$ cat src/hw/bpf_pkg.sv
// package: register map, field positions, reset values and timing constants of the fault/control core
// assumes: one 50 MHz clock; every other rate is derived from it or from the watchdog input
package bpf_pkg;
   // ---------------------------------------------------------------
   // register offsets (byte registers on a plain port)
   // ---------------------------------------------------------------
   localparam logic [7:0] ADDR_STATUS   = 8'h00;
   localparam logic [7:0] ADDR_HOST_OUT = 8'h01;
   localparam logic [7:0] ADDR_STATE    = 8'h02;
   localparam logic [7:0] ADDR_FEATURE  = 8'h03;
   localparam logic [7:0] ADDR_PICKER   = 8'h04;
   localparam logic [7:0] ADDR_OL_THR   = 8'h05;
   localparam logic [7:0] ADDR_OL_DLY   = 8'h06;
   localparam logic [7:0] ADDR_CHG_SC   = 8'h07;
   localparam logic [7:0] ADDR_DSG_SC   = 8'h08;

   // ---------------------------------------------------------------
   // field positions
   // ---------------------------------------------------------------
   localparam int ST_DSG_SHORT  = 0;
   localparam int ST_CHG_SHORT  = 1;
   localparam int ST_OVERLOAD   = 2;
   localparam int ST_WDOG       = 3;
   localparam int ST_SLEEP      = 4;
   localparam int HO_LATCH_CLR  = 0;
   localparam int HO_DSG        = 1;
   localparam int HO_CHG        = 2;
   localparam int HO_ZERO_VOLT_CHARGE_FET_DRIVE      = 3;
   localparam int HO_OPEN_DRAIN = 4;
   localparam int FC_MON_EN     = 0;
   localparam int FC_THERM      = 5;
   localparam int PK_CODE_LO    = 0;
   localparam int PK_CAL_LO     = 2;
   localparam int PK_BAL_LO     = 4;
   localparam int SC_THR_LO     = 4;

   // ---------------------------------------------------------------
   // reset value and reference select codes
   // ---------------------------------------------------------------
   localparam logic [7:0] RST_REG  = 8'h00;
   localparam logic [1:0] CAL_REF_DIRECT = 2'h3;
   localparam logic [1:0] CAL_REF_SCALED = 2'h2;

   // ---------------------------------------------------------------
   // timing
   // ---------------------------------------------------------------
   localparam int CLK_HZ          = 50_000_000;
   localparam int STARTUP_MS      = 700;
   localparam int STOP_US         = 100;
   localparam int STARTUP_CYCLES  = STARTUP_MS * (CLK_HZ / 1000);
   localparam int STOP_CYCLES     = STOP_US * (CLK_HZ / 1_000_000);
   localparam int OL_BASE_MS      = 1;
   localparam int OL_STEP_MS      = 2;
   localparam int SC_STEP_US      = 61;
   // watchdog ticks per time unit at the nominal host clock
   localparam int TICKS_PER_MS    = 33;
   localparam int TICKS_PER_SC    = 2;
endpackage : bpf_pkg

$ cat src/hw/bpf_fault_ctrl.sv
// protection fault latching, blanking timers, watchdog and host output control
// assumes: synchronous inputs, single clock, register port with one-cycle strobes
`timescale 1ns/1ns
`default_nettype none
module bpf_fault_ctrl #(
   parameter int STARTUP_CYCLES = bpf_pkg::STARTUP_CYCLES,
   parameter int STOP_CYCLES    = bpf_pkg::STOP_CYCLES,
   parameter int TICKS_PER_MS   = bpf_pkg::TICKS_PER_MS,
   parameter int TICKS_PER_SC   = bpf_pkg::TICKS_PER_SC
) (
   // clock and reset
   input  wire logic       ref_clk,
   input  wire logic       rst,
   // register port
   input  wire logic [7:0] regAddr,
   input  wire logic [7:0] regWrData,
   input  wire logic       regWr,
   input  wire logic       regRd,
   output logic      [7:0] regRdData,
   // analog front end and pins
   input  wire logic       watchdogClockInput,
   input  wire logic       dischargeShortDetect,
   input  wire logic       chargeShortDetect,
   input  wire logic       excessLoadDetect,
   input  wire logic       sleepPin,
   input  wire logic       zeroVoltChargeSelect,
   // FET drives, alert and auxiliary outputs
   output logic            dischargeFetDrive,
   output logic            chargeFetDrive,
   output logic            zeroVoltChargeFetDrive,
   output logic            alertOutputN,
   output logic            openDrainOutput,
   output logic            thermistorDrive,
   // monitor and threshold settings to the analog side
   output logic      [1:0] elementCode,
   output logic      [1:0] calibSelect,
   output logic            monitorEnable,
   output logic            refDirectRoute,
   output logic            refScaledRoute,
   output logic      [3:0] balanceEnable,
   output logic      [4:0] overloadThresholdSetting,
   output logic      [3:0] chargeShortSetting,
   output logic      [3:0] dischargeShortSetting
);
   // ---------------------------------------------------------------
   // registers
   // ---------------------------------------------------------------
   typedef enum logic [2:0] {
      WD_WAIT = 3'b001,
      WD_RUN  = 3'b010,
      WD_STOP = 3'b100
   } bpf_wd_e;

   logic [4:0]  hostCtl;
   logic [7:0]  stateCtl;
   logic [7:0]  featureCtl;
   logic [7:0]  picker;
   logic [7:0]  olThr;
   logic [7:0]  olDly;
   logic [7:0]  chgSc;
   logic [7:0]  dsgSc;
   logic [2:0]  faultFlag;
   logic        wdogFlag;
   logic        alertPend;
   logic        initState;
   logic        pmsStrap;
   logic        strapDone;
   logic        wdiPrev;
   logic        sleepPrev;
   bpf_wd_e     wdState;
   logic [25:0] startCnt;
   logic        startExpired;
   logic [12:0] gapCnt;
   logic [10:0] blankCnt [3];
   logic [10:0] blankLim [3];
   logic [2:0]  detect;
   logic [2:0]  faultSet;
   logic        wdiTick;
   logic        clrPulse;
   logic        wrHit;
   logic        statusRead;
   logic        wdEvent;
   logic        wdActive;
   logic        protOk;
   logic        alertSet;
   logic [7:0]  statusWord;
   logic        next_dsg;
   logic        next_chg;
   logic        next_zv;

   assign wrHit      = regWr;
   assign statusRead = regRd && (regAddr == bpf_pkg::ADDR_STATUS);
   assign wdiTick    = watchdogClockInput && !wdiPrev;
   // only a 1 -> 0 write after a 0 -> 1 write clears; the bit resets to 0
   assign clrPulse   = wrHit && (regAddr == bpf_pkg::ADDR_HOST_OUT)
                     && !regWrData[bpf_pkg::HO_LATCH_CLR] && hostCtl[bpf_pkg::HO_LATCH_CLR];

   // ---------------------------------------------------------------
   // register writes
   // ---------------------------------------------------------------
   always_ff @(posedge ref_clk) begin
      if (rst) begin
         hostCtl    <= 5'h00;
         stateCtl   <= bpf_pkg::RST_REG;
         featureCtl <= bpf_pkg::RST_REG;
         picker     <= bpf_pkg::RST_REG;
         olThr      <= bpf_pkg::RST_REG;
         olDly      <= bpf_pkg::RST_REG;
         chgSc      <= bpf_pkg::RST_REG;
         dsgSc      <= bpf_pkg::RST_REG;
      end else if (wrHit) begin
         unique case (regAddr)
            bpf_pkg::ADDR_HOST_OUT: hostCtl    <= regWrData[4:0];
            bpf_pkg::ADDR_STATE:    stateCtl   <= regWrData;
            bpf_pkg::ADDR_FEATURE:  featureCtl <= regWrData;
            bpf_pkg::ADDR_PICKER:   picker     <= regWrData;
            bpf_pkg::ADDR_OL_THR:   olThr      <= regWrData;
            bpf_pkg::ADDR_OL_DLY:   olDly      <= regWrData;
            bpf_pkg::ADDR_CHG_SC:   chgSc      <= regWrData;
            bpf_pkg::ADDR_DSG_SC:   dsgSc      <= regWrData;
            default: ;
         endcase
      end
   end

   // ---------------------------------------------------------------
   // register reads
   // ---------------------------------------------------------------
   assign statusWord = {3'h0, sleepPin, wdogFlag, faultFlag};

   always_ff @(posedge ref_clk) begin
      if (rst) begin
         regRdData <= 8'h00;
      end else if (regRd) begin
         unique case (regAddr)
            bpf_pkg::ADDR_STATUS:   regRdData <= statusWord;
            bpf_pkg::ADDR_HOST_OUT: regRdData <= {3'h0, hostCtl};
            bpf_pkg::ADDR_STATE:    regRdData <= stateCtl;
            bpf_pkg::ADDR_FEATURE:  regRdData <= featureCtl;
            bpf_pkg::ADDR_PICKER:   regRdData <= picker;
            bpf_pkg::ADDR_OL_THR:   regRdData <= olThr;
            bpf_pkg::ADDR_OL_DLY:   regRdData <= olDly;
            bpf_pkg::ADDR_CHG_SC:   regRdData <= chgSc;
            bpf_pkg::ADDR_DSG_SC:   regRdData <= dsgSc;
            default:                regRdData <= 8'h00;
         endcase
      end else begin
         regRdData <= 8'h00;
      end
   end

   // ---------------------------------------------------------------
   // blanking timers, counted in watchdog ticks
   // ---------------------------------------------------------------
   assign detect = {excessLoadDetect, chargeShortDetect, dischargeShortDetect};

   always_comb begin
      blankLim[0] = 11'(int'(dsgSc[3:0]) * TICKS_PER_SC);
      blankLim[1] = 11'(int'(chgSc[3:0]) * TICKS_PER_SC);
      blankLim[2] = 11'((bpf_pkg::OL_BASE_MS + bpf_pkg::OL_STEP_MS * int'(olDly[3:0])) * TICKS_PER_MS);
   end

   always_ff @(posedge ref_clk) begin
      if (rst) begin
         wdiPrev <= 1'b0;
         for (int i = 0; i < 3; i++) begin
            blankCnt[i] <= 11'h000;
         end
      end else begin
         wdiPrev <= watchdogClockInput;
         for (int i = 0; i < 3; i++) begin
            if (!detect[i]) begin
               blankCnt[i] <= 11'h000;
            end else if (wdiTick && blankCnt[i] < blankLim[i]) begin
               blankCnt[i] <= blankCnt[i] + 11'h001;
            end
         end
      end
   end

   always_comb begin
      for (int i = 0; i < 3; i++) begin
         faultSet[i] = detect[i] && (blankCnt[i] >= blankLim[i]);
      end
   end

   // set wins over the clear toggle so a fault in the clear cycle is kept
   always_ff @(posedge ref_clk) begin
      if (rst) begin
         faultFlag <= 3'h0;
      end else begin
         for (int i = 0; i < 3; i++) begin
            if (faultSet[i]) begin
               faultFlag[i] <= 1'b1;
            end else if (clrPulse) begin
               faultFlag[i] <= 1'b0;
            end
         end
      end
   end

   // ---------------------------------------------------------------
   // watchdog
   // ---------------------------------------------------------------
   always_ff @(posedge ref_clk) begin
      if (rst) begin
         wdState      <= WD_WAIT;
         startCnt     <= 26'h0000000;
         startExpired <= 1'b0;
         gapCnt       <= 13'h0000;
      end else begin
         unique case (wdState)
            WD_WAIT: begin
               if (wdiTick) begin
                  wdState <= WD_RUN;
               end else if (!startExpired) begin
                  if (startCnt == 26'(STARTUP_CYCLES - 1)) begin
                     startExpired <= 1'b1;
                  end else begin
                     startCnt <= startCnt + 26'h0000001;
                  end
               end
               gapCnt <= 13'h0000;
            end
            WD_RUN: begin
               if (wdiTick) begin
                  gapCnt <= 13'h0000;
               end else if (gapCnt == 13'(STOP_CYCLES - 1)) begin
                  wdState <= WD_STOP;
               end else begin
                  gapCnt <= gapCnt + 13'h0001;
               end
            end
            WD_STOP: begin
               gapCnt <= 13'h0000;
               if (wdiTick) begin
                  wdState <= WD_RUN;
               end
            end
         endcase
      end
   end

   assign wdEvent  = (wdState == WD_WAIT && !wdiTick && !startExpired && startCnt == 26'(STARTUP_CYCLES - 1))
                  || (wdState == WD_RUN && !wdiTick && gapCnt == 13'(STOP_CYCLES - 1));
   // the fault condition itself releases when the clock runs again
   assign wdActive = (wdState == WD_STOP) || (wdState == WD_WAIT && startExpired);

   always_ff @(posedge ref_clk) begin
      if (rst) begin
         wdogFlag <= 1'b0;
      end else if (wdEvent) begin
         wdogFlag <= 1'b1;
      end else if (clrPulse) begin
         wdogFlag <= 1'b0;
      end
   end

   // ---------------------------------------------------------------
   // alert
   // ---------------------------------------------------------------
   assign alertSet = (|(faultSet & ~faultFlag)) || wdEvent || (sleepPin != sleepPrev);

   // a read releases the alert only once the latches are cleared
   // the pin is captured during reset so a high pin at release is not a change
   always_ff @(posedge ref_clk) begin
      if (rst) begin
         sleepPrev <= sleepPin;
         alertPend <= 1'b0;
      end else begin
         sleepPrev <= sleepPin;
         if (alertSet) begin
            alertPend <= 1'b1;
         end else if (statusRead && faultFlag == 3'h0 && !wdogFlag) begin
            alertPend <= 1'b0;
         end
      end
   end

   assign alertOutputN = !alertPend;

   // ---------------------------------------------------------------
   // FET drives
   // ---------------------------------------------------------------
   always_ff @(posedge ref_clk) begin
      if (rst) begin
         pmsStrap  <= 1'b0;
         strapDone <= 1'b0;
         initState <= 1'b1;
      end else begin
         if (!strapDone) begin
            pmsStrap  <= zeroVoltChargeSelect;
            strapDone <= 1'b1;
         end
         if (wrHit && regAddr == bpf_pkg::ADDR_HOST_OUT) begin
            initState <= 1'b0;
         end
      end
   end

   assign protOk = (faultFlag == 3'h0) && (faultSet == 3'h0) && !wdActive;

   always_comb begin
      if (initState) begin
         next_dsg = 1'b0;
         next_chg = pmsStrap && strapDone;
         next_zv  = 1'b0;
      end else begin
         next_dsg = hostCtl[bpf_pkg::HO_DSG];
         next_chg = hostCtl[bpf_pkg::HO_CHG];
         next_zv  = hostCtl[bpf_pkg::HO_ZERO_VOLT_CHARGE_FET_DRIVE];
      end
      if (!protOk) begin
         next_dsg = 1'b0;
         next_chg = 1'b0;
         next_zv  = 1'b0;
      end
   end

   always_ff @(posedge ref_clk) begin
      if (rst) begin
         dischargeFetDrive      <= 1'b0;
         chargeFetDrive         <= 1'b0;
         zeroVoltChargeFetDrive <= 1'b0;
      end else begin
         dischargeFetDrive      <= next_dsg;
         chargeFetDrive         <= next_chg;
         zeroVoltChargeFetDrive <= next_zv;
      end
   end

   // ---------------------------------------------------------------
   // monitor, balancing and auxiliary outputs
   // ---------------------------------------------------------------
   always_ff @(posedge ref_clk) begin
      if (rst) begin
         openDrainOutput          <= 1'b0;
         thermistorDrive          <= 1'b0;
         elementCode              <= 2'h0;
         calibSelect              <= 2'h0;
         monitorEnable            <= 1'b0;
         refDirectRoute           <= 1'b0;
         refScaledRoute           <= 1'b0;
         balanceEnable            <= 4'h0;
         overloadThresholdSetting <= 5'h00;
         chargeShortSetting       <= 4'h0;
         dischargeShortSetting    <= 4'h0;
      end else begin
         openDrainOutput          <= hostCtl[bpf_pkg::HO_OPEN_DRAIN];
         thermistorDrive          <= featureCtl[bpf_pkg::FC_THERM];
         elementCode              <= picker[bpf_pkg::PK_CODE_LO +: 2];
         calibSelect              <= picker[bpf_pkg::PK_CAL_LO +: 2];
         monitorEnable            <= featureCtl[bpf_pkg::FC_MON_EN];
         refDirectRoute           <= featureCtl[bpf_pkg::FC_MON_EN] && picker[1:0] == 2'h0
                                  && picker[bpf_pkg::PK_CAL_LO +: 2] == bpf_pkg::CAL_REF_DIRECT;
         refScaledRoute           <= featureCtl[bpf_pkg::FC_MON_EN] && picker[1:0] == 2'h0
                                  && picker[bpf_pkg::PK_CAL_LO +: 2] == bpf_pkg::CAL_REF_SCALED;
         balanceEnable            <= picker[bpf_pkg::PK_BAL_LO +: 4];
         overloadThresholdSetting <= olThr[4:0];
         chargeShortSetting       <= chgSc[bpf_pkg::SC_THR_LO +: 4];
         dischargeShortSetting    <= dsgSc[bpf_pkg::SC_THR_LO +: 4];
      end
   end

   // ---------------------------------------------------------------
   // assertions
   // ---------------------------------------------------------------
   property p_ol_trip;
      @(posedge ref_clk) disable iff (rst)
      (excessLoadDetect && blankCnt[2] >= blankLim[2]) |=> faultFlag[2] && !dischargeFetDrive;
   endproperty
   a_ol_trip: assert property (p_ol_trip) else $error("overload past delay not latched");

   property p_sc_zero;
      @(posedge ref_clk) disable iff (rst)
      (dischargeShortDetect && dsgSc[3:0] == 4'h0) |=> faultFlag[0];
   endproperty
   a_sc_zero: assert property (p_sc_zero) else $error("zero short delay did not trip at once");

   property p_hold;
      @(posedge ref_clk) disable iff (rst)
      (faultFlag != 3'h0 && !clrPulse) |=> (faultFlag != 3'h0) && !chargeFetDrive;
   endproperty
   a_hold: assert property (p_hold) else $error("fault latch dropped without clear");

   property p_alert;
      @(posedge ref_clk) disable iff (rst)
      $rose(faultFlag[1]) |-> !alertOutputN;
   endproperty
   a_alert: assert property (p_alert) else $error("alert not asserted on fault");

   property p_restart;
      @(posedge ref_clk) disable iff (rst)
      !excessLoadDetect |=> blankCnt[2] == 11'h000;
   endproperty
   a_restart: assert property (p_restart) else $error("blanking counter not restarted");

   property p_wd_stop;
      @(posedge ref_clk) disable iff (rst)
      (wdState == WD_RUN && !wdiTick && gapCnt == 13'(STOP_CYCLES - 1))
         |=> wdogFlag ##1 (!dischargeFetDrive && !zeroVoltChargeFetDrive);
   endproperty
   a_wd_stop: assert property (p_wd_stop) else $error("watchdog gap did not shut FETs");

   property p_wd_resume;
      @(posedge ref_clk) disable iff (rst)
      (wdState == WD_STOP && wdiTick) |=> !wdActive && wdogFlag;
   endproperty
   a_wd_resume: assert property (p_wd_resume) else $error("watchdog resume mishandled");

   property p_init;
      @(posedge ref_clk) disable iff (rst)
      (initState && $past(initState) && $past(protOk)) |-> !dischargeFetDrive && chargeFetDrive == $past(pmsStrap);
   endproperty
   a_init: assert property (p_init) else $error("init FET state wrong");

   property p_therm;
      @(posedge ref_clk) disable iff (rst)
      (wrHit && regAddr == bpf_pkg::ADDR_FEATURE) |=> ##1 thermistorDrive == $past(regWrData[bpf_pkg::FC_THERM], 2);
   endproperty
   a_therm: assert property (p_therm) else $error("thermistor drive does not follow write");

   property p_ref;
      @(posedge ref_clk) disable iff (rst)
      (featureCtl[0] && picker[3:0] == 4'hc) |=> refDirectRoute && !refScaledRoute;
   endproperty
   a_ref: assert property (p_ref) else $error("reference route not selected");

   property p_release;
      @(posedge ref_clk) disable iff (rst)
      (statusRead && faultFlag == 3'h0 && !wdogFlag && !alertSet) |=> alertOutputN;
   endproperty
   a_release: assert property (p_release) else $error("status read did not release alert");
endmodule : bpf_fault_ctrl
`default_nettype wire

$ cat config.mk
export PLATFORM = sky130hd
export DESIGN_NAME = bpf_fault_ctrl
export DESIGN_NICKNAME = d
export VERILOG_FILES = /design/src/hw/bpf_pkg.sv /design/src/hw/bpf_fault_ctrl.sv
export SDC_FILE = /design/constraint.sdc
export NUM_CORES = 1
export LEC_CHECK = 0
export ABC_CLOCK_PERIOD_IN_PS = 6700
export BUFFER_PORTS_ARGS = -buffer_cell sky130_fd_sc_hd__buf_2
export CORE_UTILIZATION = 55
export CTS_CLUSTER_DIAMETER = 30
export DETAILED_ROUTE_END_ITERATION = 10
export GPL_TIMING_DRIVEN = 0
export PLACE_DENSITY = 0.79
export SLEW_MARGIN = 20
export SYNTH_ARGS = -nofsm -noshare
export SYNTH_HDL_FRONTEND = slang
export SYNTH_SLANG_ARGS = --single-unit
$ cat constraint.sdc
create_clock -name ref_clk -period 6.7 [get_ports ref_clk]
set_clock_uncertainty 0.2 [all_clocks]
set_input_delay 1.005 -clock ref_clk [delete_from_list [all_inputs] [get_ports ref_clk]]
set_output_delay 1.005 -clock ref_clk [all_outputs]
set_load 0.01 [all_outputs]
# Word-level counts from Yosys, hierarchy flattened
# Memories as Yosys holds them, arrays and structs flattened.
# Index checks and enable logic that the tools add are counted.
word_totals:
  ff_bits: 151
  mem_bits_rw: 33
  input_bits: 26
  output_inout_bits: 38
  wordCells: 193
  mem_count: 1
memory_table:
  columns: ["memory", "words", "width", "read_ports", "rd_clocked_by_memory_dff", "write_ports", "line_no", "text"]
  rows:
  - ["blankCnt", 3, 11, 3, 0, 3, "bpf_fault_ctrl.sv:74", "logic [10:0] blankCnt [3];"]
op_classes:
  n_addsub: 6
  mul: 1
  order_cmp: 6
  n_eq_ne: 20
  muxes: 48
  n_bitwise: 13
  n_reduce_logical: 61
op_table:
  columns: ["cell", "count"]
  rows:
  - ["8-bit one-hot mux with 9 select lines", 1]
  - ["11-bit two-way mux", 6]
  - ["1-bit two-way mux", 34]
  - ["11-bit by 1-bit adder with 11-bit output (second input constant)", 3]
  - ["8-bit by 3-bit == test with 1-bit output (second input constant)", 4]
  - ["26-bit by 1-bit adder with 26-bit output (second input constant)", 1]
  - ["26-bit == test (second input constant)", 1]
  - ["13-bit two-way mux", 2]
  - ["13-bit one-hot mux with 2 select lines", 1]
  - ["1-bit logical AND", 25]
  - ["11-bit by 5-bit greater-or-equal comparator with 1-bit output", 2]
  - ["11-bit by 5-bit < comparator with 1-bit output", 2]
  - ["2-bit AND reduction", 9]
  - ["8-bit by 2-bit == test with 1-bit output (second input constant)", 2]
  - ["13-bit by 1-bit adder with 13-bit output (second input constant)", 1]
  - ["13-bit == test (second input constant)", 1]
  - ["11-bit greater-or-equal comparator", 1]
  - ["11-bit < comparator", 1]
  - ["6-bit by 6-bit multiplier with 11-bit output (second input constant)", 1]
  - ["2-bit nonzero test", 5]
  - ["3-bit two-way mux", 3]
  - ["8-bit by 1-bit == test with 1-bit output (second input constant)", 1]
  - ["8-bit by 4-bit == test with 1-bit output (second input constant)", 1]
  - ["8-bit zero test", 1]
  - ["other kinds (22)", 46]

# Logic depth before layout (Yosys ltp)
# Gate-level depths: netlist of run 1.
logic_depth:
  depth_word: 10
  ltp_mapped: 8
  mapped_depth_nobuf: 7

# Worst setup path after synthesis of run 1
# No wires, ideal clock.
synth_path:
  kind: "input to register"
  startpoint: "input port regAddr[5]"
  endpoint: "register alertPend"
  setup_ns: 0.120
  arrival_time_ns: 2.627
  required_time_ns: 6.380
  slack_ns: 3.754
  path_stages: 6
  path_buffers: 1
  cell_sequence: "or4_1 -> buf_2 -> nor3_4 -> a31oi_1 -> or4_1 -> o31a_1"
synth_between:
  elab_chain_len: 5
synth_lines:
  columns: ["item", "line_no", "text"]
  rows:
  - ["start, declared", "bpf_fault_ctrl.sv:15", "input wire logic [7:0] regAddr,"]
  - ["8-bit zero test", "bpf_fault_ctrl.sv:92", "assign statusRead = regRd && (regAddr == bpf_pkg::ADDR_STATUS);"]
  - ["1-bit logical AND", "bpf_fault_ctrl.sv:92", null]
  - ["1-bit logical AND (2 in a row)", "bpf_fault_ctrl.sv:274", "end else if (statusRead && faultFlag == 3'h0 && !wdogFlag) begin"]
  - ["2-bit nonzero test (no source line)", null, null]
  - ["end signal, assigned", "bpf_fault_ctrl.sv:269", "alertPend <= 1'b0;"]
  - ["end signal, assigned", "bpf_fault_ctrl.sv:273", "alertPend <= 1'b1;"]
  - ["end signal, assigned", "bpf_fault_ctrl.sv:275", "alertPend <= 1'b0;"]
  - ["end, declared", "bpf_fault_ctrl.sv:64", "logic alertPend;"]
# Every way passes these cells.
# A chain may end at the register's enable or synchronous reset.

# Final worst setup path of run 1
layout_path:
  startpoint: "input port regAddr[5]"
  endpoint: "register regRdData[3]"
layout_between:
  elab_chain_len: 2
  elab_cells_between_ends: 10
  cone_classes: "8 x eq/ne; 1 x mux; 1 x reduce/logical"
layout_lines:
  columns: ["item", "line_no", "text"]
  rows:
  - ["8-bit by 4-bit == test with 1-bit output, or another cell as far along", "bpf_fault_ctrl.sv:135", "unique case (regAddr)"]
  - ["8-bit one-hot mux with 9 select lines (*)", "bpf_fault_ctrl.sv:135", null]
  - ["end signal, assigned", "bpf_fault_ctrl.sv:136", "bpf_pkg::ADDR_STATUS: regRdData <= statusWord;"]
  - ["end signal, assigned", "bpf_fault_ctrl.sv:137", "bpf_pkg::ADDR_HOST_OUT: regRdData <= {3'h0, hostCtl};"]
  - ["end signal, assigned", "bpf_fault_ctrl.sv:138", "bpf_pkg::ADDR_STATE: regRdData <= stateCtl;"]
  - ["end, declared", "bpf_fault_ctrl.sv:19", "output logic [7:0] regRdData,"]
# Mark *: on every way between the ends. The rest lies on a longest branch, timed or not.

==> metrics.txt, run 1 <==
# TYPE chip_impl_metric gauge
chip_impl_info{name="run_status",value="finished, final reports clean"} 1
chip_impl_metric{name="cts.sink_count",unit=""} 184
chip_impl_metric{name="syn_area",unit="sq um"} 8080
chip_impl_metric{name="residual_overflow_from_global_routing",unit=""} 0
chip_impl_info{name="cts_tree",value="done"} 1
chip_impl_metric{name="grt_pass1_vias",unit=""} 5949
chip_impl_metric{name="async_flop_share",unit="%"} 0
chip_impl_metric{name="yosys_warnings",unit=""} 0
chip_impl_metric{name="layout-drive-gt1-share",unit="%"} 11.6
chip_impl_metric{name="reg2reg_setup_slack",unit="ps"} 4120
chip_impl_metric{name="max-slew-margin-rel",unit="%"} 43.5
chip_impl_metric{name="timing.hold.ws",unit="ps"} 254
chip_impl_metric{name="timing.final.setup_violations",unit=""} 0
chip_impl_metric{name="seq_area",unit="sq um"} 4010
chip_impl_metric{name="detail_route.wirelength",unit="um"} 18400
chip_impl_metric{name="report.final.slew_viol_count",unit=""} 0
chip_impl_metric{name="flow.area_growth_from_synthesis",unit="%"} 13.7
chip_impl_metric{name="vdd_ir_drop_max",unit="uV"} 177
chip_impl_metric{name="n_antenna_cell",unit=""} 0
chip_impl_metric{name="totalNegativeSetupSlack",unit="ps"} 0
chip_impl_metric{name="synth-seq-area-share",unit="%"} 49.7
chip_impl_metric{name="synth_enable_flop_cells",unit=""} 33
chip_impl_metric{name="worstMarginPinSlew",unit="ps"} 844
chip_impl_metric{name="r2r_cells",unit=""} 7
chip_impl_metric{name="via_count",unit=""} 6604
chip_impl_metric{name="cts_hold_buffers",unit=""} 0
chip_impl_metric{name="detailed_place_hpwl",unit="um"} 12900
chip_impl_metric{name="placedInstanceArea",unit="sq um"} 8620
chip_impl_info{name="cts_root_buffer",value="sky130_fd_sc_hd__clkbuf_16"} 1
chip_impl_metric{name="synthDistinctLibCells",unit=""} 62
chip_impl_metric{name="fmax",unit="GHz"} 0.321
chip_impl_metric{name="postCtsSetupRepairBufs",unit=""} 0
chip_impl_info{name="postSynth.topFlopCell",value="sky130_fd_sc_hd__dfxtp_1"} 1
chip_impl_metric{name="nNetsFinal",unit=""} 988
chip_impl_metric{name="final_hold_vios",unit=""} 0
chip_impl_metric{name="postLayoutCellArea",unit="sq um"} 9180
chip_impl_info{name="holdCritPathClass",value="flip-flop to flip-flop"} 1
chip_impl_metric{name="grt_first_pass_wirelength",unit="um"} 29900
chip_impl_metric{name="route.detailed.wl_per_inst",unit="um"} 16.2
chip_impl_metric{name="yosys_register_bits",unit=""} 184
chip_impl_metric{name="power_per_cell_area",unit="nW/um^2"} 244
chip_impl_info{name="worstHoldStart",value="featureCtl[4]$_SDFFE_PP0P_"} 1
chip_impl_metric{name="instances_no_fill",unit=""} 1134
chip_impl_metric{name="top_level_ports",unit=""} 64
chip_impl_metric{name="die_area",unit="sq um"} 15200
chip_impl_metric{name="required_time_of_the_critical_path",unit="ps"} 6830
chip_impl_metric{name="grt_antenna_before_repair",unit=""} 0
chip_impl_metric{name="synthesis.instances",unit=""} 856
chip_impl_metric{name="worst_skew_pair.late_latency",unit="ps"} 430
chip_impl_metric{name="bufs_on_longest_clock_path",unit=""} 2
chip_impl_metric{name="multi_input_area",unit="sq um"} 3800
chip_impl_metric{name="ctsHtreeMaxLevel",unit=""} 4
chip_impl_metric{name="holdPathStages",unit=""} 2
chip_impl_metric{name="design.core.area",unit="sq um"} 14100
chip_impl_metric{name="filler_cells",unit=""} 1153
chip_impl_metric{name="initial_core_utilization",unit="%"} 57.3
chip_impl_metric{name="via_cell_ratio",unit=""} 5.82
chip_impl_metric{name="drt_pass1_iterations",unit=""} 5
chip_impl_metric{name="synthesis.area_per_instance",unit="sq um"} 9.43
chip_impl_metric{name="totalPowerFinal",unit="W"} 0.00224
chip_impl_info{name="worstSetupStartpoint",value="regAddr[5]"} 1
chip_impl_metric{name="clock_buffer_count_from_cts",unit=""} 17
chip_impl_info{name="critical_path.endpoint_type",value="flip-flop"} 1
chip_impl_metric{name="post-place-cells",unit=""} 1102
chip_impl_metric{name="cp.arrival",unit="ps"} 3240
chip_impl_metric{name="die_w",unit="um"} 123
chip_impl_metric{name="place_congestion",unit=""} 0.862
chip_impl_info{name="rr_startpoint",value="chgSc[3]$_SDFFE_PP0P_"} 1
chip_impl_info{name="rsz_0062_raised_after_global_routing",value="false"} 1
chip_impl_metric{name="grt_usage",unit="%"} 25.8
chip_impl_metric{name="final_min_period_over_clock_period",unit="%"} 46.4
chip_impl_metric{name="crit_fanout",unit=""} 10
chip_impl_metric{name="die_y",unit="um"} 123
chip_impl_info{name="critPathKind",value="input pin to flip-flop"} 1
chip_impl_metric{name="count_of_instances_resized_after_the_clock_tree_is_built",unit=""} 0
chip_impl_metric{name="grt_start_max_net_pins",unit=""} 17
chip_impl_info{name="startpoint_type",value="input pin"} 1
chip_impl_metric{name="cts.reportedPaths.clkPinSlew",unit="ps"} 60
chip_impl_metric{name="timing.max_cap.violations",unit=""} 0
chip_impl_metric{name="timing.final.crit_period",unit="ps"} 3110
chip_impl_metric{name="drt_iter0_drc",unit=""} 682
chip_impl_metric{name="drc",unit=""} 0
chip_impl_metric{name="cellLeakagePower",unit="nW"} 3.34
chip_impl_metric{name="placement_rows",unit=""} 43
chip_impl_metric{name="antenna_violating_nets_left",unit=""} 0
chip_impl_metric{name="io_buffer_count",unit=""} 57
-- power by group --
part / leakage [nW] / internal (W) / switching [W] / total (W)
combinational: 1.50 / 0.0000426 / 0.0000820 / 0.000125
clock: 0.266 / 0.000534 / 0.000422 / 0.000956
sequential: 1.58 / 0.00115 / 0.0000175 / 0.00116
total: 3.34 / 0.00172 / 0.000522 / 0.00224
-- worst max-delay path, stage by stage --
cell	delay, ps
sky130_fd_sc_hd__buf_2	90
sky130_fd_sc_hd__or4_1	530
sky130_fd_sc_hd__buf_2	200
sky130_fd_sc_hd__nor2_1	160
sky130_fd_sc_hd__clkbuf_1	450
sky130_fd_sc_hd__o211ai_1	470
sky130_fd_sc_hd__a21oi_1	330
-- final timing paths --
path                                                     endpoint
worst min register to register         featureCtl[4]$_SDFFE_PP0P_
worst max-delay path                      regRdData[3]$_SDFF_PP0_
worst min-delay path                   featureCtl[4]$_SDFFE_PP0P_
worst max register to register  zeroVoltChargeFetDrive$_SDFF_PP0_
-- layout by cell type, fill, tap and decap left out, types with 25 or more instances in the layout --
cell type and instances:
sky130_fd_sc_hd__a21oi_1 57, sky130_fd_sc_hd__dfxtp_1 151, sky130_fd_sc_hd__edfxtp_1 33, sky130_fd_sc_hd__o21ai_0 25
sky130_fd_sc_hd__mux2i_1 41, sky130_fd_sc_hd__nand2_1 71, sky130_fd_sc_hd__buf_2 64, sky130_fd_sc_hd__clkbuf_1 36
sky130_fd_sc_hd__nor2_1 107, sky130_fd_sc_hd__nor2b_1 32, sky130_fd_sc_hd__inv_1 28, sky130_fd_sc_hd__nand3_1 43
-- sequential cells by signal, summed over array words and instances (netlist names), 4 cells and up --
name                      cells
balanceEnable                 4
blankCnt                     33
chargeShortSetting            4
chgSc                         8
dischargeShortSetting         4
dsgSc                         8
featureCtl                    8
gapCnt                       13
hostCtl                       5
olDly                         8
olThr                         8
overloadThresholdSetting      5
picker                        8
regRdData                     8
startCnt                     26
stateCtl                      8
-- kinds of logic after synthesis --
kind of cell | count (synthesis) | share of synthesized area, %
AOI/OAI and AO/OA | 132 | 9.90
xor gates and xnor gates | 36 | 3.90
adders and majority gates | 21 | 3.25
buffers and inverters | 72 | 3.59
DFF | 184 | 49.7
muxes | 48 | 6.48
other | 1 | 0.0464
and+or+nand+nor | 362 | 23.1
-- routing by layer --
metal	vias up	track usage [%]	wire [um]
met3	45	4.66	1190
li1	3184	-	-
met4	0	10.5	468
met1	3150	34.8	8230
met5	-	0	0
met2	225	41.0	8500
-- Yosys cell counts, types with 2 or more instances --
master                      number  area share [%]
sky130_fd_sc_hd__ha_1           21             3.3
sky130_fd_sc_hd__o21ai_0        25             1.5
sky130_fd_sc_hd__xnor2_1        15             1.6
sky130_fd_sc_hd__nand4_1        17             1.3
sky130_fd_sc_hd__mux4_2          3            0.84
sky130_fd_sc_hd__or4_1           7            0.65
sky130_fd_sc_hd__nand3_1        43             2.7
sky130_fd_sc_hd__nor2b_1        32             2.5
sky130_fd_sc_hd__mux2i_1        41             5.1
sky130_fd_sc_hd__buf_2           7            0.43
sky130_fd_sc_hd__nand2b_1        8            0.62
sky130_fd_sc_hd__nor3b_1         3            0.28
sky130_fd_sc_hd__nor4b_1         6            0.65
sky130_fd_sc_hd__a221oi_1        3            0.33
sky130_fd_sc_hd__edfxtp_1       33              12
sky130_fd_sc_hd__o31ai_1         7            0.65
sky130_fd_sc_hd__o2111ai_1       2            0.22
sky130_fd_sc_hd__and2_1          7            0.54
sky130_fd_sc_hd__a21oi_1        57             3.5
sky130_fd_sc_hd__or3_1          15             1.2
sky130_fd_sc_hd__a22o_1          3            0.33
sky130_fd_sc_hd__nor4_1          6            0.46
sky130_fd_sc_hd__a211oi_1        2            0.19
sky130_fd_sc_hd__or4b_1          2            0.25
sky130_fd_sc_hd__and4_1          6            0.65
sky130_fd_sc_hd__nor3_1         10            0.62
sky130_fd_sc_hd__a222oi_1        4            0.50
sky130_fd_sc_hd__mux2_2          4            0.56
sky130_fd_sc_hd__a22oi_1         9            0.84
sky130_fd_sc_hd__clkbuf_1       34             1.6
sky130_fd_sc_hd__nor2_1        107             5.0
sky130_fd_sc_hd__xor2_1         21             2.3
sky130_fd_sc_hd__and3_1         11            0.85
sky130_fd_sc_hd__nand2_1        71             3.3
sky130_fd_sc_hd__a31oi_1         5            0.39
sky130_fd_sc_hd__inv_1          28             1.3
sky130_fd_sc_hd__dfxtp_1       151              37
sky130_fd_sc_hd__o22ai_1         4            0.31
sky130_fd_sc_hd__o21a_1          2            0.19
sky130_fd_sc_hd__o211ai_1        2            0.19
-- cell type report --
class,count,area share (%)
buffer,44,2.02
clock buffer,22,5.07
clock inverter,10,1.05
inverter,28,1.14
multi-input combinational,609,41.4
sequential,184,43.7
tap,180,2.45
timing repair buffer,57,3.11
-- stage by stage --
stage | util (%) | setup WS [ps]
final | 65.1 | 3590
after global routing | 65.1 | 3580
after CTS | 65.1 | 3710
after detailed placement | 61.1 | 3280
after global placement | 61.1 | 3260
after floorplan | - | 3750
No activity file was read; power rests on OpenSTA's default activity.
==> run 2, diff against run 1 <==
Settings changed: ABC_CLOCK_PERIOD_IN_PS 6700 to 2650, CORE_UTILIZATION 55 to 54, PLACE_DENSITY 0.79 to 0.81.
Clock period 6.7 ns to 2.65 ns, I/O delays scaled along.
==> run 2 against run 1 <==
  * Total power grew to 2.7 times the previous value
  * Core utilization is 1.4 points lower
  * Final cell count is 0.44% higher
  * Clock power grew to 2.9 times the previous value
  * Critical path depth stayed put
  * Die area is 1.8% higher
  * Critical endpoint unchanged
==> metrics.txt, run 2 (synthesized netlist as in run 1, its figures left out) <==
# TYPE chip_impl_metric gauge
chip_impl_info{name="regToRegEndpoint",value="zeroVoltChargeFetDrive$_SDFF_PP0_"} 1
chip_impl_info{name="holdCritPathClass",value="input pin to flip-flop"} 1
chip_impl_metric{name="vdd_ir_drop_max",unit="uV"} 623
chip_impl_metric{name="postCtsSetupRepairBufs",unit=""} 0
chip_impl_metric{name="clock_buffer_count_from_cts",unit=""} 17
chip_impl_info{name="run_status",value="finished, final reports clean"} 1
chip_impl_metric{name="detail_route.wirelength",unit="um"} 18500
chip_impl_metric{name="placement_rows",unit=""} 44
chip_impl_metric{name="nNetsFinal",unit=""} 989
chip_impl_info{name="critical_path.endpoint_type",value="flip-flop"} 1
chip_impl_metric{name="totalNegativeSetupSlack",unit="ps"} 0
chip_impl_metric{name="timing.hold.ws",unit="ps"} 14.4
chip_impl_metric{name="final_min_period_over_clock_period",unit="%"} 96.9
chip_impl_info{name="rr_startpoint",value="dsgSc[2]$_SDFFE_PP0P_"} 1
chip_impl_metric{name="design.core.area",unit="sq um"} 14600
chip_impl_info{name="rsz_0062_raised_after_global_routing",value="false"} 1
chip_impl_info{name="cts_tree",value="done"} 1
chip_impl_info{name="top_register",value="blankCnt"} 1
chip_impl_info{name="reg_top3",value="blankCnt x33, startCnt x26, gapCnt x13"} 1
chip_impl_metric{name="report.final.slew_viol_count",unit=""} 0
chip_impl_metric{name="detailed_place_hpwl",unit="um"} 12900
chip_impl_metric{name="ctsHtreeMaxLevel",unit=""} 4
chip_impl_info{name="worstSetupStartpoint",value="regAddr[5]"} 1
chip_impl_metric{name="n_antenna_cell",unit=""} 0
chip_impl_info{name="endpoint",value="regRdData[3]$_SDFF_PP0_"} 1
chip_impl_metric{name="totalPowerFinal",unit="W"} 0.00605
chip_impl_metric{name="reg2reg_setup_slack",unit="ps"} 210
chip_impl_metric{name="timing.final.crit_period",unit="ps"} 2570
chip_impl_metric{name="required_time_of_the_critical_path",unit="ps"} 2780
chip_impl_metric{name="flow.area_growth_from_synthesis",unit="%"} 15.2
chip_impl_metric{name="grt_first_pass_wirelength",unit="um"} 30100
chip_impl_metric{name="bufs_on_longest_clock_path",unit=""} 2
chip_impl_metric{name="drc",unit=""} 0
chip_impl_metric{name="largest_register_ff_count",unit=""} 33
chip_impl_metric{name="grt_antenna_before_repair",unit=""} 0
chip_impl_info{name="cts_root_buffer",value="sky130_fd_sc_hd__clkbuf_16"} 1
chip_impl_metric{name="cts.reportedPaths.clkPinSlew",unit="ps"} 70
chip_impl_info{name="most-common-layout-cells",value="151 x sky130_fd_sc_hd__dfxtp_1, 107 x sky130_fd_sc_hd__nor2_1, 71 x sky130_fd_sc_hd__nand2_1"} 1
chip_impl_metric{name="cts.sink_count",unit=""} 184
chip_impl_metric{name="r2r_cells",unit=""} 7
chip_impl_metric{name="grt_usage",unit="%"} 24.6
chip_impl_metric{name="drt_iter0_drc",unit=""} 664
chip_impl_info{name="layout.cells.most_common",value="sky130_fd_sc_hd__dfxtp_1"} 1
chip_impl_metric{name="timing.max_cap.violations",unit=""} 0
chip_impl_metric{name="critical_path_max_stage_delay",unit="ps"} 530
chip_impl_metric{name="place_congestion",unit=""} 0.888
chip_impl_metric{name="worstMarginPinSlew",unit="ps"} 796
chip_impl_info{name="worstPathCellList",value="buf_2 -> or4_1 -> buf_2 -> nor2_1 -> clkbuf_1 -> o211ai_1 -> a21oi_1"} 1
chip_impl_info{name="crit_path_top_delay_cell",value="sky130_fd_sc_hd__or4_1"} 1
chip_impl_metric{name="instances_no_fill",unit=""} 1139
chip_impl_metric{name="cp.arrival",unit="ps"} 2690
chip_impl_metric{name="drt_pass1_iterations",unit=""} 5
chip_impl_metric{name="final_hold_vios",unit=""} 0
chip_impl_metric{name="layout-drive-gt1-share",unit="%"} 12.1
chip_impl_metric{name="worst_skew_pair.late_latency",unit="ps"} 440
chip_impl_metric{name="via_cell_ratio",unit=""} 5.81
chip_impl_metric{name="placedInstanceArea",unit="sq um"} 8620
chip_impl_info{name="startpoint_type",value="input pin"} 1
chip_impl_info{name="crit_top_cell",value="sky130_fd_sc_hd__buf_2"} 1
chip_impl_metric{name="die_y",unit="um"} 124
chip_impl_metric{name="postLayoutCellArea",unit="sq um"} 9310
chip_impl_metric{name="crit_fanout",unit=""} 10
chip_impl_metric{name="initial_core_utilization",unit="%"} 55.4
chip_impl_metric{name="grt_pass1_vias",unit=""} 6141
chip_impl_metric{name="antenna_violating_nets_left",unit=""} 0
chip_impl_metric{name="residual_overflow_from_global_routing",unit=""} 0
chip_impl_metric{name="top_level_ports",unit=""} 64
chip_impl_metric{name="cellLeakagePower",unit="nW"} 3.39
chip_impl_metric{name="die_w",unit="um"} 124
chip_impl_metric{name="die_area",unit="sq um"} 15400
chip_impl_metric{name="power_per_cell_area",unit="nW/um^2"} 651
chip_impl_info{name="critPathKind",value="input pin to flip-flop"} 1
chip_impl_metric{name="max-slew-margin-rel",unit="%"} 46.7
chip_impl_metric{name="post-place-cells",unit=""} 1106
chip_impl_metric{name="grt_start_max_net_pins",unit=""} 17
chip_impl_metric{name="via_count",unit=""} 6614
chip_impl_metric{name="fmax",unit="GHz"} 0.389
chip_impl_metric{name="route.detailed.wl_per_inst",unit="um"} 16.3
chip_impl_metric{name="io_buffer_count",unit=""} 57
chip_impl_metric{name="timing.final.setup_violations",unit=""} 0
-- run 2: changes by cell type in the layout (fill, tap and decap cells not counted), sizes merged --
cell and delta:
clkinv -2, dlygate4sd3 +1, inv +3, clkbuf -4, bufinv +4, clkinvlp -1
-- run 2: layout make-up --
| cell class | instances | area (sq um) |
|---|---|---|
| buffer | 44 | 185 |
| clock buffer | 18 | 429 |
| clock inverter | 14 | 220 |
| fill | 1165 | 5280 |
| inverter | 28 | 105 |
| multi-input combinational | 609 | 3830 |
| sequential | 184 | 4010 |
| tap | 184 | 230 |
| timing repair buffer | 58 | 295 |
-- run 2: routing by layer --
layer  up-vias  global-route usage [%]  wire [um]  share of wire (%)
met1      3160                    32.6       8390                 45
met2       242                    39.1       8630                 47
met3        28                    5.76       1130                6.1
met4         0                    8.93        388                2.1
met5         -                       0          0                  0
li1       3184                       -          -                  -
-- run 2: timing repair --
item | CTS | global route
hold endpoints to repair | 1 | 0
endpoints found under the setup margin | 0 | 13
hold buffers | 1 | 0
gates resized for setup | 0 | 4
-- run 2: power breakdown --
| group | switching [W] | internal (W) |
|---|---|---|
| logic | 0.000211 | 0.000110 |
| clock network | 0.00111 | 0.00168 |
| registers | 0.0000444 | 0.00290 |
| total | 0.00137 | 0.00469 |
-- run 2: worst min path at each step --
| stage | start | end | slack (ps) | cells after the start |
|---|---|---|---|---|
| 2_1_floorplan | picker[2]$_SDFFE_PP0P_ | refScaledRoute$_SDFF_PP0_ | 220 | 1 |
| 3_3_place_gp | featureCtl[2]$_SDFFE_PP0P_ | featureCtl[2]$_SDFFE_PP0P_ | 240 | 2 |
| 3_5_place_dp | featureCtl[3]$_SDFFE_PP0P_ | featureCtl[3]$_SDFFE_PP0P_ | 250 | 2 |
| 4_1_cts | zeroVoltChargeSelect | pmsStrap$_SDFFE_PP0N_ | 7 | 3 |
| 5_1_grt | watchdogClockInput | wdiPrev$_SDFF_PP0_ | 10 | 2 |
| 6_report | watchdogClockInput | wdiPrev$_SDFF_PP0_ | 10 | 2 |
-- run 2: stage by stage --
step	setup slack, ps	utilization [%]
after floorplan	311	-
after global placement	-229	59.1
after detailed placement	-231	59.1
after CTS	51.6	63.6
after global routing	37.6	63.8
final	81.5	63.8
-- run 2: worst max-delay path: cells and delay by family --
family / cells / cell delay (ps)
buffers and inverters: 3 / 770
AOI/OAI and AO/OA: 2 / 830
and+or+nand+nor: 2 / 680
==> run 3, diff against run 2 <==
Settings changed: REMOVE_ABC_BUFFERS from default to 1.
==> run 3 against run 2 <==
  * Non-clock buffer count fell by 34
  * First-iteration DRC count decreased by 4.4%
  * Global-route usage shrank 1.5 points
  * Combinational power is 7.2% lower
  * Register-to-register slack about the same
==> metrics.txt, run 3 (synthesized netlist as in run 1, its figures left out) <==
# TYPE chip_impl_metric gauge
chip_impl_metric{name="post-place-cells",unit=""} 1071
chip_impl_metric{name="timing.final.setup_violations",unit=""} 0
chip_impl_info{name="critPathKind",value="input pin to flip-flop"} 1
chip_impl_info{name="run_status",value="finished, final reports clean"} 1
chip_impl_metric{name="grt_antenna_before_repair",unit=""} 0
chip_impl_metric{name="flow.area_growth_from_synthesis",unit="%"} 13.9
chip_impl_metric{name="cellLeakagePower",unit="nW"} 3.35
chip_impl_metric{name="die_w",unit="um"} 124
chip_impl_info{name="crit_path_top_delay_cell",value="sky130_fd_sc_hd__or4_1"} 1
chip_impl_metric{name="io_buffer_count",unit=""} 63
chip_impl_metric{name="required_time_of_the_critical_path",unit="ps"} 2760
chip_impl_metric{name="max-slew-margin-rel",unit="%"} 41.2
chip_impl_metric{name="design.core.area",unit="sq um"} 14600
chip_impl_info{name="rsz_0062_raised_after_global_routing",value="false"} 1
chip_impl_metric{name="nNetsFinal",unit=""} 955
chip_impl_metric{name="layout-drive-gt1-share",unit="%"} 13.5
chip_impl_metric{name="grt_pass1_vias",unit=""} 6152
chip_impl_metric{name="die_y",unit="um"} 124
chip_impl_metric{name="report.final.slew_viol_count",unit=""} 0
chip_impl_info{name="reg_top3",value="blankCnt x33, startCnt x26, gapCnt x13"} 1
chip_impl_metric{name="placement_rows",unit=""} 44
chip_impl_metric{name="power_per_cell_area",unit="nW/um^2"} 634
chip_impl_metric{name="filler_cells",unit=""} 1164
chip_impl_metric{name="drc",unit=""} 0
chip_impl_metric{name="largest_register_ff_count",unit=""} 33
chip_impl_metric{name="timing.max_cap.violations",unit=""} 0
chip_impl_info{name="startpoint_type",value="input pin"} 1
chip_impl_metric{name="place_congestion",unit=""} 0.833
chip_impl_info{name="cts_root_buffer",value="sky130_fd_sc_hd__clkbuf_16"} 1
chip_impl_metric{name="final_min_period_over_clock_period",unit="%"} 96.3
chip_impl_metric{name="crit_fanout",unit=""} 15
chip_impl_metric{name="detail_route.wirelength",unit="um"} 17500
chip_impl_metric{name="fmax",unit="GHz"} 0.392
chip_impl_metric{name="vdd_ir_drop_max",unit="uV"} 500
chip_impl_metric{name="grt_usage",unit="%"} 23.1
chip_impl_metric{name="postLayoutCoreUtil",unit="%"} 63.0
chip_impl_metric{name="antenna_violating_nets_left",unit=""} 0
chip_impl_info{name="crit_top_cell",value="sky130_fd_sc_hd__nand2_1"} 1
chip_impl_metric{name="worstMarginPinSlew",unit="ps"} 876
chip_impl_metric{name="via_cell_ratio",unit=""} 5.72
chip_impl_metric{name="reg2reg_setup_slack",unit="ps"} 210
chip_impl_metric{name="via_count",unit=""} 6324
chip_impl_metric{name="initial_core_utilization",unit="%"} 55.4
chip_impl_metric{name="ctsHtreeMaxLevel",unit=""} 4
chip_impl_info{name="top_register",value="blankCnt"} 1
chip_impl_metric{name="worst_skew_pair.late_latency",unit="ps"} 430
chip_impl_metric{name="placedInstanceArea",unit="sq um"} 8530
chip_impl_metric{name="drt_iter0_drc",unit=""} 635
chip_impl_metric{name="clock_buffer_count_from_cts",unit=""} 17
chip_impl_metric{name="detailed_place_hpwl",unit="um"} 11600
chip_impl_info{name="holdCritPathClass",value="input pin to flip-flop"} 1
chip_impl_metric{name="bufs_on_longest_clock_path",unit=""} 2
chip_impl_metric{name="critical_path_max_stage_delay",unit="ps"} 750
chip_impl_metric{name="instances_no_fill",unit=""} 1105
chip_impl_metric{name="grt_start_max_net_pins",unit=""} 81
chip_impl_metric{name="cts.sink_count",unit=""} 184
chip_impl_metric{name="drt_pass1_iterations",unit=""} 5
chip_impl_metric{name="residual_overflow_from_global_routing",unit=""} 0
chip_impl_info{name="layout.cells.most_common",value="sky130_fd_sc_hd__dfxtp_1"} 1
chip_impl_metric{name="route.detailed.wl_per_inst",unit="um"} 15.8
chip_impl_info{name="critical_path.endpoint_type",value="flip-flop"} 1
chip_impl_metric{name="top_level_ports",unit=""} 64
chip_impl_metric{name="cts.reportedPaths.clkPinSlew",unit="ps"} 60
chip_impl_metric{name="n_antenna_cell",unit=""} 0
chip_impl_metric{name="die_area",unit="sq um"} 15400
chip_impl_metric{name="cp.arrival",unit="ps"} 2660
chip_impl_info{name="most-common-layout-cells",value="151 x sky130_fd_sc_hd__dfxtp_1, 106 x sky130_fd_sc_hd__nor2_1, 71 x sky130_fd_sc_hd__nand2_1"} 1
chip_impl_metric{name="timing.final.crit_period",unit="ps"} 2550
chip_impl_metric{name="totalNegativeSetupSlack",unit="ps"} 0
chip_impl_metric{name="postLayoutCellArea",unit="sq um"} 9200
chip_impl_metric{name="grt_first_pass_wirelength",unit="um"} 28900
chip_impl_metric{name="final_hold_vios",unit=""} 0
chip_impl_info{name="worstPathCellList",value="buf_2 -> or4_1 -> nor4_4 -> nand2_1 -> nand2_1 -> a21oi_1"} 1
chip_impl_info{name="cts_tree",value="done"} 1
## run 3: layout make-up
type	instances	area [sq um]	share of cell area, %
clock buffer	19	475	5.17
clock inverter	13	139	1.51
inverter	28	105	1.14
multi-input combinational	609	3860	41.9
sequential	184	4010	43.6
tap	184	230	2.50
timing repair buffer	68	377	4.09
## run 3: worst paths after layout
| kind | start | to | cells after the start |
|---|---|---|---|
| setup / recovery | regAddr[5] | stateCtl[6]$_SDFFE_PP0P_ | 6 |
| hold / removal | watchdogClockInput | wdiPrev$_SDFF_PP0_ | 2 |
| setup reg to reg | wdState[0]$_SDFFE_PP1P_ | startCnt[18]$_SDFFE_PP0P_ | 5 |
| hold reg to reg | stateCtl[4]$_SDFFE_PP0P_ | stateCtl[4]$_SDFFE_PP0P_ | 2 |
## run 3: layer usage
| metal | GRT usage (%) | part of all wire, % | up-vias |
|---|---|---|---|
| li1 | - | - | 3109 |
| met1 | 29.1 | 44 | 3009 |
| met2 | 38.0 | 49 | 181 |
| met3 | 6.10 | 5.5 | 25 |
| met4 | 8.15 | 1.4 | 0 |
| met5 | 0 | 0 | - |
## run 3: power breakdown
part	internal [W]	switching (W)
sequential	0.00290	0.0000441
clock	0.00151	0.00109
combinational	0.000103	0.000194
total	0.00451	0.00133
## run 3: worst max-delay path, delay by kind of cell
kind	cells	cell delay, ps
buffers and inverters	1	90
AND/OR/NAND/NOR	4	2090
AO/OA/AOI/OAI	1	80
## run 3: what timing repair did
| item | CTS | global route |
|---|---|---|
| hold endpoints to repair | 1 | 0 |
| pin swaps | 1 | 1 |
| resized for setup | 3 | 6 |
| endpoints found under the setup margin | 29 | 51 |
| setup buffers | 1 | 0 |
| hold buffers | 1 | 0 |
## run 3: through the flow
step / total power (W) / setup WS [ps] / hold slack, ps
6_report: 0.00583 / 98.2 / 28.1
5_1_grt: 0.00603 / 3.11 / 44.1
4_1_cts: 0.00585 / 27.1 / 13.5
3_5_place_dp: 0.00329 / -620 / 247
3_3_place_gp: 0.00327 / -1590 / 239
2_1_floorplan: 0.00315 / -450 / 223
